$ cat src/design/ssd_pkg.sv
package ssd_pkg;

  // chain length limit; the device itself never needs to know its position
  localparam int unsigned CHAIN_MAX = 32'h1f;

  // response byte bit positions
  localparam int unsigned RSP_OUT_ON   = 32'h0;
  localparam int unsigned RSP_ACTUATED = 32'h1;
  localparam int unsigned RSP_INPUTS   = 32'h4;
  localparam int unsigned RSP_MARGIN   = 32'h5;
  localparam int unsigned RSP_WARNING  = 32'h6;
  localparam int unsigned RSP_ERROR    = 32'h7;

  // request byte bit positions
  localparam int unsigned REQ_RESET    = 32'h7;

  // fault byte bit positions
  localparam int unsigned FLT_OUT_A    = 32'h0;
  localparam int unsigned FLT_OUT_B    = 32'h1;
  localparam int unsigned FLT_CROSS    = 32'h2;
  localparam int unsigned FLT_TEMP     = 32'h3;
  localparam int unsigned FLT_ACTUATOR = 32'h4;
  localparam int unsigned FLT_INTERNAL = 32'h5;
  localparam int unsigned FLT_COMM     = 32'h6;

  // values after reset
  localparam logic [7:0] RSP_RESET_VAL = 8'h00;
  localparam logic [7:0] FLT_RESET_VAL = 8'h00;

  // warning-to-shutdown delay, in minutes, and the cycle count derived from it
  localparam longint unsigned WARN_DELAY_MIN = 64'h1e;
  localparam longint unsigned SEC_PER_MIN    = 64'h3c;
  localparam longint unsigned CLK_HZ         = 64'h773_5940;
  localparam int unsigned     WARN_CNT_W     = 32'h26;
  localparam logic [WARN_CNT_W-1:0] WARN_DELAY_CYC =
    WARN_CNT_W'(WARN_DELAY_MIN * SEC_PER_MIN * CLK_HZ);

  // pin synchroniser depth
  localparam int unsigned SYNC_STAGES = 32'h3;

endpackage

$ cat src/design/ssd_warn_if.sv
`timescale 1ns/10ps
`default_nettype none

// link between the status logic and the warning delay timer
interface ssd_warn_if;
  logic run;     // warning cause present this cycle
  logic expired; // warning has lasted the full delay

  modport ctl (output run, input expired);
  modport tmr (input run, output expired);
endinterface

`default_nettype wire

$ cat src/design/ssd_sync3.sv
`timescale 1ns/10ps
`default_nettype none

module ssd_sync3 (
  // clock and reset
  input  wire logic sys_clk_i,
  input  wire logic resetn_i,
  // pin side
  input  wire logic pin_i,
  // clean level
  output logic      level_o
);
  import ssd_pkg::*;

  // synchroniser stages and the settled level
  typedef struct packed {
    logic [SYNC_STAGES-1:0] stage;
    logic                   level;
  } ssd_sync_t;

  ssd_sync_t sy_r;
  ssd_sync_t sy_nxt;

  // first stage feeds only the second; level moves once stages two and three agree
  always_comb begin
    sy_nxt       = sy_r;
    sy_nxt.stage = {sy_r.stage[SYNC_STAGES-2:0], pin_i};
    if (sy_r.stage[1] == sy_r.stage[2]) begin
      sy_nxt.level = sy_r.stage[2];
    end
  end

  // single state register
  always_ff @(posedge sys_clk_i or negedge resetn_i) begin
    if (!resetn_i) begin
      sy_r <= '0;
    end else begin
      sy_r <= sy_nxt;
    end
  end

  assign level_o = sy_r.level;

endmodule // ssd_sync3

`default_nettype wire

$ cat src/design/ssd_warn_timer.sv
`timescale 1ns/10ps
`default_nettype none

module ssd_warn_timer #(
  parameter logic [ssd_pkg::WARN_CNT_W-1:0] DELAY_CYC = ssd_pkg::WARN_DELAY_CYC
) (
  // clock and reset
  input  wire logic sys_clk_i,
  input  wire logic resetn_i,
  // timer control
  ssd_warn_if.tmr   warn
);
  import ssd_pkg::*;

  // delay count and expiry flag
  typedef struct packed {
    logic [WARN_CNT_W-1:0] count;
    logic                  expired;
  } ssd_tmr_t;

  ssd_tmr_t tm_r;
  ssd_tmr_t tm_nxt;

  // counts only while the warning is continuous; any gap restarts the delay
  always_comb begin
    tm_nxt = tm_r;
    if (!warn.run) begin
      tm_nxt = '0;
    end else if (tm_r.count >= DELAY_CYC - WARN_CNT_W'(1)) begin
      tm_nxt.expired = 1'b1;
    end else begin
      tm_nxt.count = tm_r.count + WARN_CNT_W'(1);
    end
  end

  // single state register
  always_ff @(posedge sys_clk_i or negedge resetn_i) begin
    if (!resetn_i) begin
      tm_r <= '0;
    end else begin
      tm_r <= tm_nxt;
    end
  end

  assign warn.expired = tm_r.expired;
endmodule // ssd_warn_timer

`default_nettype wire

$ cat src/design/ssd_status.sv
`timescale 1ns/10ps
`default_nettype none

// Summary of operation
// - chain holds at most thirty-one sensors
// - link failure freezes safety output state unless error or output fault
// - response bit 0 shows outputs on
// - response bit 1 shows valid actuator present
// - response bit 4 shows both inputs live
// - response bit 5 shows actuator in margin
// - response bit 6 shows pending warning
// - response bit 7 shows error forced off
// - internal error switches outputs off promptly
// - error clears: cause gone, reset fall or open
// - output faults clear only at next enabling
// - warning drops diagnostic, keeps outputs on
// - warning clears itself when cause gone
// - warning lasting full delay switches outputs off
// - fault byte readable when warning or error
// - all flags are active high
// - request inbound, response and fault outbound

module ssd_status #(
  parameter logic [ssd_pkg::WARN_CNT_W-1:0] WARN_DELAY_CYC = ssd_pkg::WARN_DELAY_CYC
) (
  // clock and reset
  input  wire logic       sys_clk_i,
  input  wire logic       resetn_i,
  // safety input pins
  input  wire logic       guard_input_a_i,
  input  wire logic       guard_input_b_i,
  // actuator sensing
  input  wire logic       actuator_valid_i,
  input  wire logic       actuator_margin_i,
  // fault detectors
  input  wire logic       out_a_fault_i,
  input  wire logic       out_b_fault_i,
  input  wire logic       cross_short_i,
  input  wire logic       overtemp_i,
  input  wire logic       wrong_actuator_i,
  input  wire logic       internal_fault_i,
  input  wire logic       comm_fault_i,
  // request byte from the chain
  input  wire logic       req_valid_i,
  input  wire logic [7:0] req_byte_i,
  // safety outputs and diagnostic level
  output logic            safe_output_a_o,
  output logic            safe_output_b_o,
  output logic            diag_ok_o,
  // bytes toward the chain
  output logic [7:0]      resp_byte_o,
  output logic [7:0]      fault_byte_o
);
  import ssd_pkg::*;

  // whole block state
  typedef struct packed {
    logic       out_on;    // outputs driven on
    logic       err_lat;   // latched actuator or internal error
    logic       tmo_lat;   // latched warning timeout
    logic       outa_lat;  // output a fault held until next enabling
    logic       outb_lat;  // output b fault held until next enabling
    logic       rst_prev;  // last request reset bit seen
    logic       diag_ok;
    logic [7:0] resp;
    logic [7:0] fault;
  } ssd_state_t;

  ssd_state_t st_r;
  ssd_state_t st_nxt;

  logic live_a;
  logic live_b;
  logic inputs_live;
  logic warn_cause;
  logic err_cause;
  logic rst_fall;
  logic err_now;
  logic enable_ok;

  ssd_warn_if warn ();

  // pins cross into the clock domain through three stages each
  ssd_sync3 u_sync_a (
    .sys_clk_i (sys_clk_i),
    .resetn_i  (resetn_i),
    .pin_i     (guard_input_a_i),
    .level_o   (live_a)
  );

  ssd_sync3 u_sync_b (
    .sys_clk_i (sys_clk_i),
    .resetn_i  (resetn_i),
    .pin_i     (guard_input_b_i),
    .level_o   (live_b)
  );

  ssd_warn_timer #(
    .DELAY_CYC (WARN_DELAY_CYC)
  ) u_timer (
    .sys_clk_i (sys_clk_i),
    .resetn_i  (resetn_i),
    .warn      (warn)
  );

  // cause decode; cross-short and heat only warn, they do not stop at once
  assign inputs_live = live_a & live_b;
  assign warn_cause  = overtemp_i | cross_short_i;
  assign err_cause   = internal_fault_i | wrong_actuator_i;
  assign warn.run    = warn_cause;
  // reset request acts on the 1-to-0 step only, a held 0 does nothing
  assign rst_fall    = req_valid_i & ~req_byte_i[REQ_RESET] & st_r.rst_prev;

  // next state
  always_comb begin
    st_nxt = st_r;

    if (req_valid_i) begin
      st_nxt.rst_prev = req_byte_i[REQ_RESET];
    end

    // error latch; a fresh cause always wins over a clear in the same cycle
    if (err_cause) begin
      st_nxt.err_lat = 1'b1;
    end else if (rst_fall || !actuator_valid_i) begin
      st_nxt.err_lat = 1'b0;
    end

    // timeout latch behaves like any other error once set
    if (warn.expired) begin
      st_nxt.tmo_lat = 1'b1;
    end else if (!warn_cause && (rst_fall || !actuator_valid_i)) begin
      st_nxt.tmo_lat = 1'b0;
    end

    // output faults are set here, cleared below at the next enabling
    if (out_a_fault_i) begin
      st_nxt.outa_lat = 1'b1;
    end
    if (out_b_fault_i) begin
      st_nxt.outb_lat = 1'b1;
    end

    err_now   = st_nxt.err_lat | st_nxt.tmo_lat;
    enable_ok = actuator_valid_i & inputs_live & ~err_now & ~out_a_fault_i & ~out_b_fault_i;

    if (err_now || st_nxt.outa_lat || st_nxt.outb_lat) begin
      // errors override a frozen link: safety comes before holding state
      if (err_now || st_r.out_on) begin
        st_nxt.out_on = 1'b0;
      end
    end else if (comm_fault_i) begin
      st_nxt.out_on = st_r.out_on;
    end else begin
      st_nxt.out_on = enable_ok;
    end

    // a repair cannot be seen until the outputs are switched on again
    if (!st_r.out_on && !comm_fault_i && !err_now
        && actuator_valid_i && inputs_live
        && !out_a_fault_i && !out_b_fault_i
        && (st_nxt.outa_lat || st_nxt.outb_lat)) begin
      st_nxt.outa_lat = 1'b0;
      st_nxt.outb_lat = 1'b0;
      st_nxt.out_on   = 1'b1;
    end

    // response byte, all flags active high
    st_nxt.resp               = RSP_RESET_VAL;
    st_nxt.resp[RSP_OUT_ON]   = st_nxt.out_on;
    st_nxt.resp[RSP_ACTUATED] = actuator_valid_i;
    st_nxt.resp[RSP_INPUTS]   = inputs_live;
    st_nxt.resp[RSP_MARGIN]   = actuator_valid_i & actuator_margin_i;
    st_nxt.resp[RSP_WARNING]  = warn_cause;
    st_nxt.resp[RSP_ERROR]    = ~st_nxt.out_on
                              & (err_now | st_nxt.outa_lat | st_nxt.outb_lat);

    // fault detail only shown while the response flags trouble
    st_nxt.fault = FLT_RESET_VAL;
    if (st_nxt.resp[RSP_WARNING] || st_nxt.resp[RSP_ERROR]) begin
      st_nxt.fault[FLT_OUT_A]    = st_nxt.outa_lat;
      st_nxt.fault[FLT_OUT_B]    = st_nxt.outb_lat;
      st_nxt.fault[FLT_CROSS]    = cross_short_i;
      st_nxt.fault[FLT_TEMP]     = overtemp_i;
      st_nxt.fault[FLT_ACTUATOR] = wrong_actuator_i;
      st_nxt.fault[FLT_INTERNAL] = internal_fault_i;
      st_nxt.fault[FLT_COMM]     = comm_fault_i;
    end

    // diagnostic level drops during a warning so the controller can stop cleanly
    st_nxt.diag_ok = st_nxt.out_on & ~warn_cause;
  end

  // single state register
  always_ff @(posedge sys_clk_i or negedge resetn_i) begin
    if (!resetn_i) begin
      st_r <= '{out_on: 1'b0, err_lat: 1'b0, tmo_lat: 1'b0, outa_lat: 1'b0,
                outb_lat: 1'b0, rst_prev: 1'b0, diag_ok: 1'b0,
                resp: RSP_RESET_VAL, fault: FLT_RESET_VAL};
    end else begin
      st_r <= st_nxt;
    end
  end

  // both channels switch together from one bit
  assign safe_output_a_o = st_r.out_on;
  assign safe_output_b_o = st_r.out_on;
  assign diag_ok_o       = st_r.diag_ok;
  assign resp_byte_o     = st_r.resp;
  assign fault_byte_o    = st_r.fault;
endmodule // ssd_status

`default_nettype wire

$ cat config.mk
export PLATFORM = sky130hd
export DESIGN_NAME = ssd_status
export DESIGN_NICKNAME = d
export VERILOG_FILES = /design/src/design/ssd_pkg.sv /design/src/design/ssd_warn_if.sv /design/src/design/ssd_sync3.sv /design/src/design/ssd_warn_timer.sv /design/src/design/ssd_status.sv
export SDC_FILE = /design/constraint.sdc
export NUM_CORES = 1
export LEC_CHECK = 0
export BUFFER_PORTS_ARGS = -buffer_cell sky130_fd_sc_hd__buf_4
export CORE_ASPECT_RATIO = 0.9
export CORE_UTILIZATION = 40
export CTS_CLUSTER_DIAMETER = 150
export DETAILED_ROUTE_END_ITERATION = 8
export PLACE_DENSITY = 0.68
export SETUP_SLACK_MARGIN = 0.4
export SLEW_MARGIN = 40
export SYNTH_ARGS = -nofsm -noshare
export SYNTH_HDL_FRONTEND = slang
export SYNTH_SLANG_ARGS = --single-unit
$ cat constraint.sdc
create_clock -name sys_clk_i -period 3.1 [get_ports sys_clk_i]
set_input_delay 0.775 -clock sys_clk_i [delete_from_list [all_inputs] [get_ports sys_clk_i]]
set_output_delay 0.775 -clock sys_clk_i [all_outputs]
set_load 0.01 [all_outputs]
==> impl_metrics.py, run 1 <==
metrics = {
    "critical_path": {
        "crit_path_start_kind": "register",
        "required_ns": 3.37,
        "cp-end-kind": "register",
        "reg2reg_depth": 5,
        "cp_common_cell": "or4_1",
        "critPathTopFamily": "simple AND/OR/NAND/NOR gates",
        "crit_arrival_ns": 2.82,
        "cp.buffers_inverters": 0,
        "critical_path.max_fanout": 8,
        "worstSetupPathType": "reg -> reg",
        "cpMaxStageDelayCell": "or4_1",
        "slowest_delay_ns": 0.65,
        "crit_chain": "nand4_2 > or3_1 > or4_1 > or4_1 > a21oi_1",
        "cp.depth": 5,
    },
    "clock_network": {
        "hold_buffers": 0,
        "clkTransAtPathRegs_ns": 0.08,
        "cts_sinks": 66,
        "cts_made_buffers": 9,
        "insertion_delay_ns": 0.35,
        "cts_max_level": 3,
        "clk_path_buf_depth": 2,
        "clockRootBuffer": "clkbuf_8",
        "cts_resized": 0,
        "post_cts_buffers": 0,
        "cts_tree": "yes",
    },
    "finish": {
        "finalCoreUtilization_pct": 47.1,
        "stdcell_count": 454,
        "antenna_cells": 0,
        "drive_gt1_share_pct": 17.0,
        "final.fill_count": 710,
        "final_nets": 376,
        "syn_to_final_growth_pct": 12.8,
    },
    "synthesis": {
        "synth_edf_count": 0,
        "avgSynthCellArea_um2": 9.45,
        "ys_seq_area_share_pct": 51.9,
        "ys.flop_type": "dfrtp_1",
        "syn_area_um2": 3180,
        "synth_cell_types": 43,
        "async_reset_ff_share_pct": 100,
        "ys_ff_latch": 66,
        "yosys_warnings": 0,
        "synthCells": 337,
    },
    "pwr": {
        "clkPwrFrac_pct": 41.4,
        "switching_power_mw": 0.439,
        "swShare_pct": 25.0,
        "power_frac_seq_pct": 52.4,
        "peakVddDrop_mv": 0.279,
        "p_int_mw": 1.32,
        "combPwrFrac_pct": 6.1,
        "power_density_nw_per_um2": 488,
        "p_leak_nw": 1.46,
    },
    "global_routing": {
        "groute.usage.overall_pct": 17.4,
        "grt_pass1_vias": 2330,
        "antenna_found_initial": 0,
        "grt_start_max_net_pins": 67,
        "grt_overflow": 0,
        "grt_pass1_wl_mm": 11.0,
    },
    "detailed_routing": {
        "num_vias": 2538,
        "wl_per_cell_um": 14.4,
        "finalWirelength_mm": 6.56,
        "ant_nets": 0,
        "drtIter0Drc": 126,
        "drt_pass1_iterations": 4,
        "route.detailed.drc": 0,
        "via_per_inst": 5.59,
    },
    "floorplan": {
        "die-area_um2": 8320,
        "fp.coreArea_um2": 7620,
        "die-width_um": 96.1,
        "start_util_pct": 41.8,
        "io_pins": 41,
        "die_h_um": 86.6,
        "rows": 30,
    },
    "place": {
        "dp_cells": 437,
        "globalplace.congestion": 0.758,
        "dp_hpwl_mm": 4.34,
        "pre_cts_ws_ns": 0.587,
        "portBuffers": 30,
    },
    "sta": {
        "slew_headroom_pct": 51.5,
        "drv_slew": 0,
        "fin_ws_ns": 0.548,
        "setup_tns_ns": 0,
        "finalClockSkew_ns": 0.0112,
        "hold_violations": 0,
        "fin_hold_ws_ns": 0.354,
        "worstMarginPinSlew_ns": 0.728,
        "rsz0062_at_grt": "yes",
        "setup_violations": 0,
        "period_minus_slack_ns": 2.55,
        "fin_crit_sh_pct": 82.3,
        "fmax_mhz": 392,
    },
    "worst_hold_path": {
        "hold_depth": 0,
        "hp-class": "reg -> reg",
    },
    "flow_run": {
        "drv_cap": 0,
    },
    "status": {
        "status": "finished clean",
    },
}
power by group through the flow:
stage                     registers [mW]  clock network [mW]  logic [mW]
after floorplan                    0.930                   0      0.0684
after global placement             0.936                   0       0.107
after detailed placement           0.937                   0       0.110
after CTS                          0.920               0.750       0.111
after global routing               0.926               0.787       0.124
final                              0.920               0.727       0.108
sequential cells by signal (all words and copies together), names as in the netlist:
register,cells
resp_byte_o,6
u_sync_b.sy_r,1
u_sync_b.level_o,1
u_sync_a.sy_nxt,2
diag_ok_o,1
u_sync_b.sy_nxt,2
fault_byte_o,7
u_timer.tm_r,38
u_timer.warn.expired,1
st_r,5
u_sync_a.level_o,1
u_sync_a.sy_r,1
cell usage in the layout, fill, tap and decap left out, types with 2 or more instances in the layout:
master    Yosys  routed
a21o_1        2       2
or3_1        26      26
and3_1        6       6
o211ai_1      4       4
buf_4        17      35
or4_2         2       2
o21ai_0      34      34
nor3_1        5       5
nor2_1       23      22
a21oi_1      34      33
or4_1         8       8
maj3_1        2       2
nand4_1       9       9
dfrtp_1      66      66
nand3_1      14      14
o31ai_1       4       4
clkbuf_8      0       9
conb_1        1       3
nand2_1      34      34
and4_1        4       4
nand2b_1      2       2
nor4_1        4       4
and2_1        3       3
clkinv_4      0       3
area by class of cell:
class / count / area, um2 / share of cell area (%)
tap: 96 / 120 / 3.34
multi-input combinational: 238 / 1340 / 37.2
clock inverter: 7 / 77.6 / 2.16
clock buffer: 9 / 124 / 3.45
sequential: 66 / 1650 / 46.0
timing repair buffer: 36 / 274 / 7.63
inverter: 2 / 7.51 / 0.209
synth_stat cells, types with 3 or more instances:
| cell | count | area, um2 |
|---|---|---|
| dfrtp_1 | 66 | 1650 |
| a21oi_1 | 34 | 170 |
| nand2_1 | 34 | 128 |
| o21ai_0 | 34 | 170 |
| or3_1 | 26 | 163 |
| nor2_1 | 23 | 86.3 |
| buf_4 | 17 | 128 |
| nand3_1 | 14 | 70.1 |
| clkbuf_1 | 12 | 45.0 |
| nand4_1 | 9 | 56.3 |
| or4_1 | 8 | 60.1 |
| and3_1 | 6 | 37.5 |
| nor3_1 | 5 | 25.0 |
| and4_1 | 4 | 35.0 |
| nor4_1 | 4 | 25.0 |
| o211ai_1 | 4 | 30.0 |
| o31ai_1 | 4 | 30.0 |
| and2_1 | 3 | 18.8 |
cells by family (layout without fill, tap and decap cells):
logic type,Yosys count,after routing,synth area share [%]
and+or+nand+nor,145,145,24.6
AOI/OAI and AO/OA,84,85,14.7
DFF,66,66,51.9
buffers and inverters,36,54,7.07
adders and majority gates,3,3,1.02
other,1,3,0.118
xor gates and xnor gates,1,1,0.275
muxes,1,1,0.354
worst reg2reg max path: cells and delay by family, from the launching register on:
| family | cells | cell delay [ns] |
|---|---|---|
| flip-flops | 1 | 0.48 |
| AND/OR/NAND/NOR | 4 | 1.84 |
| AO/OA/AOI/OAI | 1 | 0.17 |
path summary, 6_finish.rpt:
| path | from | endpoint | slack (ns) |
|---|---|---|---|
| min in group asynchronous | resetn_i | u_timer.tm_r[9] | 0.41 |
| worst max-delay path | u_timer.tm_r[8] | u_timer.tm_r[35] | 0.55 |
| worst max register to register | u_timer.tm_r[8] | u_timer.tm_r[35] | 0.55 |
| worst min-delay path | u_sync_a.sy_nxt[2] | u_sync_a.sy_nxt[3] | 0.35 |
| worst min register to register | u_sync_a.sy_nxt[2] | u_sync_a.sy_nxt[3] | 0.35 |
| max in group asynchronous | resetn_i | fault_byte_o[4] | 2.27 |
routing by layer:
| metal | vias up | track usage (%) | wire, um |
|---|---|---|---|
| met1 | 1243 | 23.7 | 3230 |
| met4 | 0 | 5.29 | 70 |
| li1 | 1251 | - | - |
| met2 | 35 | 26.0 | 3030 |
| met5 | - | 0 | 0 |
| met3 | 9 | 6.05 | 235 |
per-stage QoR:
step / power, mW / instance area, um2
after floorplan: 0.999 / 3190
after global placement: 1.04 / 3380
after detailed placement: 1.05 / 3380
after CTS: 1.78 / 3580
after global routing: 1.84 / 3590
final: 1.75 / 3590
(Power assumes the default switching activity.)
==> inputs of run 2 (changes only) <==
--- a/config.mk
+++ b/config.mk
@@ -5,12 +5,13 @@
 export SDC_FILE = /design/constraint.sdc
 export NUM_CORES = 1
 export LEC_CHECK = 0
+export ABC_AREA = 1
 export BUFFER_PORTS_ARGS = -buffer_cell sky130_fd_sc_hd__buf_4
 export CORE_ASPECT_RATIO = 0.9
 export CORE_UTILIZATION = 40
 export CTS_CLUSTER_DIAMETER = 150
 export DETAILED_ROUTE_END_ITERATION = 8
-export PLACE_DENSITY = 0.68
+export PLACE_DENSITY = 0.69
 export SETUP_SLACK_MARGIN = 0.4
 export SLEW_MARGIN = 40
 export SYNTH_ARGS = -nofsm -noshare
==> constraint.sdc (replaced) <==
create_clock -name sys_clk_i -period 2.1 [get_ports sys_clk_i]
set_input_delay 0.525 -clock sys_clk_i [delete_from_list [all_inputs] [get_ports sys_clk_i]]
set_output_delay 0.525 -clock sys_clk_i [all_outputs]
set_load 0.01 [all_outputs]
==> run 2 against run 1 <==
Total power is 64% higher. Clock skew about the same. Register-to-register slack got worse by 0.17 ns.
==> impl_metrics.py, run 2 <==
metrics = {
    "critical_path": {
        "worstSetupPathType": "reg -> reg",
        "critical_path.max_fanout": 7,
        "crit_arrival_ns": 1.97,
        "crit_path_start_kind": "register",
        "cp-end-kind": "register",
        "required_ns": 2.35,
    },
    "detailed_routing": {
        "wl_per_cell_um": 14.5,
        "drt_pass1_iterations": 5,
        "drtIter0Drc": 440,
        "ant_nets": 0,
        "num_vias": 3919,
        "finalWirelength_mm": 11.2,
        "route.detailed.drc": 0,
        "via_per_inst": 5.08,
    },
    "finish": {
        "largest_reg_flops": 38,
        "seq_area_um2": 1660,
        "stdcell_count": 771,
        "layout_commonest_cell": "nand2_1",
        "final.fill_count": 963,
        "final_nets": 664,
        "multi_input_area_um2": 2170,
        "syn_to_final_growth_pct": 23.7,
        "regMostFlops": "u_timer.tm_r",
        "antenna_cells": 0,
        "layout_common_cells": "nand2_1, nor2_1, nand3_1, buf_4, dfrtp_1",
        "drive_gt1_share_pct": 25.7,
    },
    "synthesis": {
        "ys.flop_type": "dfrtp_1",
        "yosys-top-cells-area": "dfrtp_1, nand2_1, nor2_1",
        "yosys_warnings": 0,
        "syn_area_um2": 4010,
        "ys_seq_area_share_pct": 41.2,
        "synth_common_cells": "nand2_1, nor2_1, dfrtp_1, nand3_1, inv_1",
        "netlist.area_leader.share_pct": 41.2,
        "synth.most_common_cell": "nand2_1",
        "synth_cell_types": 28,
        "synthCells": 600,
        "yosysTopAreaCell": "dfrtp_1",
        "synth_edf_count": 0,
        "ys_ff_latch": 66,
        "avgSynthCellArea_um2": 6.68,
        "async_reset_ff_share_pct": 100,
    },
    "clock_network": {
        "cts_tree": "yes",
        "insertion_delay_ns": 0.35,
        "clockRootBuffer": "clkbuf_8",
        "cts_max_level": 3,
        "clk_path_buf_depth": 2,
        "cts_sinks": 66,
        "cts_made_buffers": 9,
        "hold_buffers": 0,
        "clkTransAtPathRegs_ns": 0.08,
    },
    "sta": {
        "fmax_mhz": 579,
        "hold_violations": 0,
        "setup_tns_ns": 0,
        "slew_headroom_pct": 63.8,
        "setup_violations": 0,
        "finalClockSkew_ns": 0.0117,
        "fin_crit_sh_pct": 82.2,
        "period_minus_slack_ns": 1.73,
        "rsz0062_at_grt": "yes",
        "drv_slew": 0,
        "worstMarginPinSlew_ns": 0.542,
    },
    "floorplan": {
        "die-area_um2": 10400,
        "io_pins": 41,
        "start_util_pct": 41.3,
        "die_h_um": 97.0,
        "die-width_um": 108,
        "fp.coreArea_um2": 9700,
        "rows": 34,
    },
    "place": {
        "dp_cells": 735,
        "portBuffers": 30,
        "globalplace.congestion": 0.941,
        "dp_hpwl_mm": 7.50,
    },
    "pwr": {
        "peakVddDrop_mv": 0.327,
        "p_leak_nw": 2.30,
        "power_density_nw_per_um2": 582,
    },
    "global_routing": {
        "groute.usage.overall_pct": 21.4,
        "antenna_found_initial": 0,
        "grt_overflow": 0,
        "grt_start_max_net_pins": 39,
        "grt_pass1_wl_mm": 17.6,
        "grt_pass1_vias": 3646,
    },
    "flow_run": {
        "drv_cap": 0,
    },
    "status": {
        "status": "finished clean",
    },
    "worst_hold_path": {
        "hp-class": "in -> async",
    },
}
run 2: changes by cell type after synthesis, moves of 28 or more:
cell | before | now
a21oi_1 | 34 | 3
inv_1 | 1 | 43
nand2_1 | 34 | 220
nand3_1 | 14 | 62
nor2_1 | 23 | 119
o21ai_0 | 34 | 6
run 2: area by class of cell:
type                    count  area share [%]
repair buffers             65            11.6
multi-input cells         454            43.9
inverters                  45            3.41
well taps                 126            3.18
clock inverters             6            1.87
flip-flops and latches     66            33.6
clock buffers               9            2.50
run 2: metrics by stage:
| stage | worst slack, ns | util (%) | total power [mW] | hold slack [ns] | cell area [um2] |
|---|---|---|---|---|---|
| 4_1_cts | 0.347 | 46.9 | 2.85 | 0.142 | 4550 |
| 6_report | 0.373 | 51.1 | 2.88 | 0.132 | 4960 |
| 2_1_floorplan | 0.413 | - | 1.53 | 0.229 | 4020 |
| 3_3_place_gp | 0.241 | 44.3 | 1.62 | 0.332 | 4300 |
| 3_5_place_dp | 0.212 | 44.3 | 1.63 | 0.336 | 4300 |
| 5_1_grt | 0.254 | 51.1 | 3.00 | 0.168 | 4960 |
run 2: report_power, final:
part	total [mW]	switching (mW)	internal, mW
registers	1.36	0.0389	1.32
logic	0.318	0.180	0.138
clock network	1.21	0.541	0.666
run 2: worst paths after layout:
kind                                     from                  to  slack, ns  cells after the start
setup / recovery             u_timer.tm_r[36]    u_timer.tm_r[32]       0.37                     11
hold / removal                       resetn_i  u_sync_b.sy_nxt[2]       0.13                      1
setup reg to reg             u_timer.tm_r[36]    u_timer.tm_r[32]       0.37                     11
hold reg to reg            u_sync_b.sy_nxt[2]  u_sync_b.sy_nxt[3]       0.35                      0
max in group asynchronous            resetn_i    u_timer.tm_r[29]       1.42                      2
min in group sys_clk_i        guard_input_b_i  u_sync_b.sy_nxt[2]       0.28                      1
run 2: cells by family (layout without fill, tap and decap cells):
family	Yosys count	after routing	share of synthesized area, %
AOI/OAI and AO/OA	16	16	2.44
xor gates and xnor gates	13	13	2.84
adders and majority gates	3	3	0.812
buffers and inverters	82	125	9.99
DFF	66	66	41.2
other	1	3	0.0936
and+or+nand+nor	419	419	42.6
run 2: worst max-delay path, cell delays in order (launching register included):
cell	delay, ns
dfrtp_2	0.45
inv_2	0.07
nand2_1	0.06
nor2_2	0.09
nand2_1	0.12
nor2_2	0.16
nand3_2	0.12
nand3_4	0.13
nand2_8	0.11
clkbuf_16	0.20
nand2_2	0.06
nand2_2	0.05
run 2: layer usage:
| metal | part of all wire (%) | vias to the layer above | track usage (%) |
|---|---|---|---|
| met4 | 2.5 | 0 | 6.43 |
| met1 | 44 | 1812 | 30.1 |
| met2 | 45 | 159 | 33.5 |
| met3 | 8.5 | 20 | 3.84 |
| li1 | - | 1928 | - |
| met5 | 0 | - | 0 |
run 2: what timing repair did:
| item | 4_1_cts | 5_1_grt |
|---|---|---|
| pin swaps | 2 | 11 |
| buffers inserted | 2 | 13 |
| endpoints found under the setup margin | 38 | 43 |
| gates cloned | 0 | 6 |
| resized for setup | 5 | 84 |
==> inputs of run 3 (changes only) <==
--- a/config.mk
+++ b/config.mk
@@ -11,7 +11,7 @@
 export CORE_UTILIZATION = 40
 export CTS_CLUSTER_DIAMETER = 150
 export DETAILED_ROUTE_END_ITERATION = 8
-export PLACE_DENSITY = 0.69
+export PLACE_DENSITY = 0.67
 export SETUP_SLACK_MARGIN = 0.4
 export SLEW_MARGIN = 40
 export SYNTH_ARGS = -nofsm -noshare
==> constraint.sdc (replaced) <==
create_clock -name sys_clk_i -period 1.75 [get_ports sys_clk_i]
set_input_delay 0.4375 -clock sys_clk_i [delete_from_list [all_inputs] [get_ports sys_clk_i]]
set_output_delay 0.4375 -clock sys_clk_i [all_outputs]
set_load 0.01 [all_outputs]
==> run 3 against run 2 <==
Combinational power rose by 20%. Register-to-register slack got worse by 0.24 ns. Cell count rose by 2.5%. Die area did not move. Total power rose by 25%.
==> impl_metrics.py, run 3 (synthesized netlist as in run 2, its figures left out) <==
metrics = {
    "pwr": {
        "p_leak_nw": 2.42,
        "combPwrFrac_pct": 10.7,
        "p_total_mw": 3.59,
        "swShare_pct": 24.9,
        "switching_power_mw": 0.896,
        "power_frac_seq_pct": 45.4,
        "peakVddDrop_mv": 0.321,
        "p_int_mw": 2.70,
        "power_density_nw_per_um2": 710,
        "clkPwrFrac_pct": 43.9,
    },
    "detailed_routing": {
        "drtIter0Drc": 306,
        "top_layer_used": "met4",
        "num_vias": 3874,
        "drt_pass1_iterations": 5,
        "ant_nets": 0,
        "via_per_inst": 4.90,
        "wl_per_cell_um": 13.3,
        "m1WireLength_mm": 4.95,
        "routed-wl-met2_mm": 4.73,
        "wl_met3_um": 688,
        "finalWirelength_mm": 10.5,
        "route.detailed.drc": 0,
    },
    "sta": {
        "period_minus_slack_ns": 1.62,
        "drv_slew": 0,
        "setup_violations": 0,
        "fmax_mhz": 618,
        "rsz0062_at_grt": "yes",
        "hold_violations": 0,
        "fin_crit_sh_pct": 92.4,
        "setup_tns_ns": 0,
        "finalClockSkew_ns": 0.0106,
    },
    "finish": {
        "layout_commonest_cell": "nand2_1",
        "syn_to_final_growth_pct": 26.4,
        "largest_reg_flops": 38,
        "finalCoreUtilization_pct": 52.2,
        "layout_common_cells": "nand2_1, nor2_1, buf_4, nand3_1, dfrtp_1",
        "regMostFlops": "u_timer.tm_r",
        "drive_gt1_share_pct": 23.9,
        "final_nets": 683,
        "antenna_cells": 0,
    },
    "worst_hold_path": {
        "hp-class": "in -> reg",
    },
    "global_routing": {
        "antenna_found_initial": 0,
        "grt_start_max_net_pins": 42,
        "groute.usage.overall_pct": 21.5,
        "grt_pass1_wl_mm": 17.3,
        "grt_pass1_vias": 3548,
        "grt_overflow": 0,
    },
    "floorplan": {
        "io_pins": 41,
        "die-width_um": 108,
        "rows": 34,
        "die-area_um2": 10400,
        "die_h_um": 97.0,
        "start_util_pct": 41.3,
        "fp.coreArea_um2": 9700,
    },
    "place": {
        "dp_hpwl_mm": 7.66,
        "globalplace.congestion": 0.951,
        "portBuffers": 30,
    },
    "clock_network": {
        "cts_made_buffers": 9,
        "cts_max_level": 3,
        "clk_path_buf_depth": 2,
        "clkTransAtPathRegs_ns": 0.08,
        "cts_tree": "yes",
        "cts_sinks": 66,
        "insertion_delay_ns": 0.35,
        "clockRootBuffer": "clkbuf_8",
    },
    "critical_path": {
        "cp-end-kind": "register",
        "critical_path.max_fanout": 19,
        "rrSetupSlack_ns": 0.13,
        "crit_path_start_kind": "register",
        "crit_arrival_ns": 1.85,
        "required_ns": 1.98,
        "worstSetupPathType": "reg -> reg",
    },
    "status": {
        "status": "finished clean",
    },
    "flow_run": {
        "drv_cap": 0,
    },
}
## run 3: changes by cell type in the layout (fill, tap and decap cells not counted), sizes merged
cell / before / now
bufinv: 2 / 3
clkbuf: 12 / 9
clkinv: 2 / 1
dlygate4sd3: 0 / 1
inv: 45 / 46
clkinvlp: 2 / 1
buf: 62 / 83
## run 3: worst paths after layout
path,startpoint,end,cells after the start
min reg2reg,u_sync_b.sy_nxt[2],u_sync_b.sy_nxt[3],0
max in group asynchronous,resetn_i,u_timer.tm_r[9],3
max,u_timer.tm_r[1],u_timer.tm_r[4],10
min in group asynchronous,resetn_i,u_sync_b.sy_nxt[2],2
max reg2reg,u_timer.tm_r[1],u_timer.tm_r[4],10
min,guard_input_a_i,u_sync_a.sy_nxt[2],1
## run 3: worst max-delay path: stages (launching register included)
cell     delay (ns)
dfrtp_1        0.39
ha_2           0.23
buf_4          0.13
nand2_2        0.08
inv_2          0.08
nand3_2        0.09
nand3_4        0.13
nand2_4        0.08
buf_12         0.16
nand2_1        0.07
nand2_1        0.05
## run 3: power groups by stage
stage / Clock (mW) / Combinational, mW / Sequential (mW)
floorplan: 0 / 0.185 / 1.66
global placement: 0 / 0.321 / 1.66
detailed placement: 0 / 0.328 / 1.66
CTS: 1.61 / 0.354 / 1.63
global route: 1.69 / 0.425 / 1.64
finish: 1.58 / 0.383 / 1.63
## run 3: layout make-up
class | instances | area [um2]
flip-flops and latches | 66 | 1660
multi-input cells | 454 | 2120
well taps | 126 | 158
inverters | 45 | 169
fillers | 923 | 4640
repair buffers | 84 | 713
clock buffers | 9 | 124
clock inverters | 6 | 115
## run 3: layer usage
| layer | vias to the layer above | GRT usage [%] |
|---|---|---|
| met5 | - | 0 |
| met4 | 0 | 5.37 |
| met3 | 15 | 4.58 |
| met2 | 126 | 32.4 |
| met1 | 1773 | 31.1 |
| li1 | 1960 | - |
## run 3: what timing repair did
action                     CTS  global route
hold buffers                 1             0
setup endpoints to repair   46            50
pin swaps                    4            11
resized for setup           22            43
setup buffers                3            10
cloned                       0             0
hold endpoints to repair     8             0
## run 3: through the flow
step           cell area (um2)  worst slack, ns  hold WS (ns)  cells
6_report                  5060            0.133         0.191    790
5_1_grt                   5060          0.00350         0.173    790
4_1_cts                   4870            0.146         0.178    780
3_5_place_dp              4540           0.0646         0.336    761
3_3_place_gp              4540           0.0916         0.332    761
2_1_floorplan             4040            0.158         0.142    602
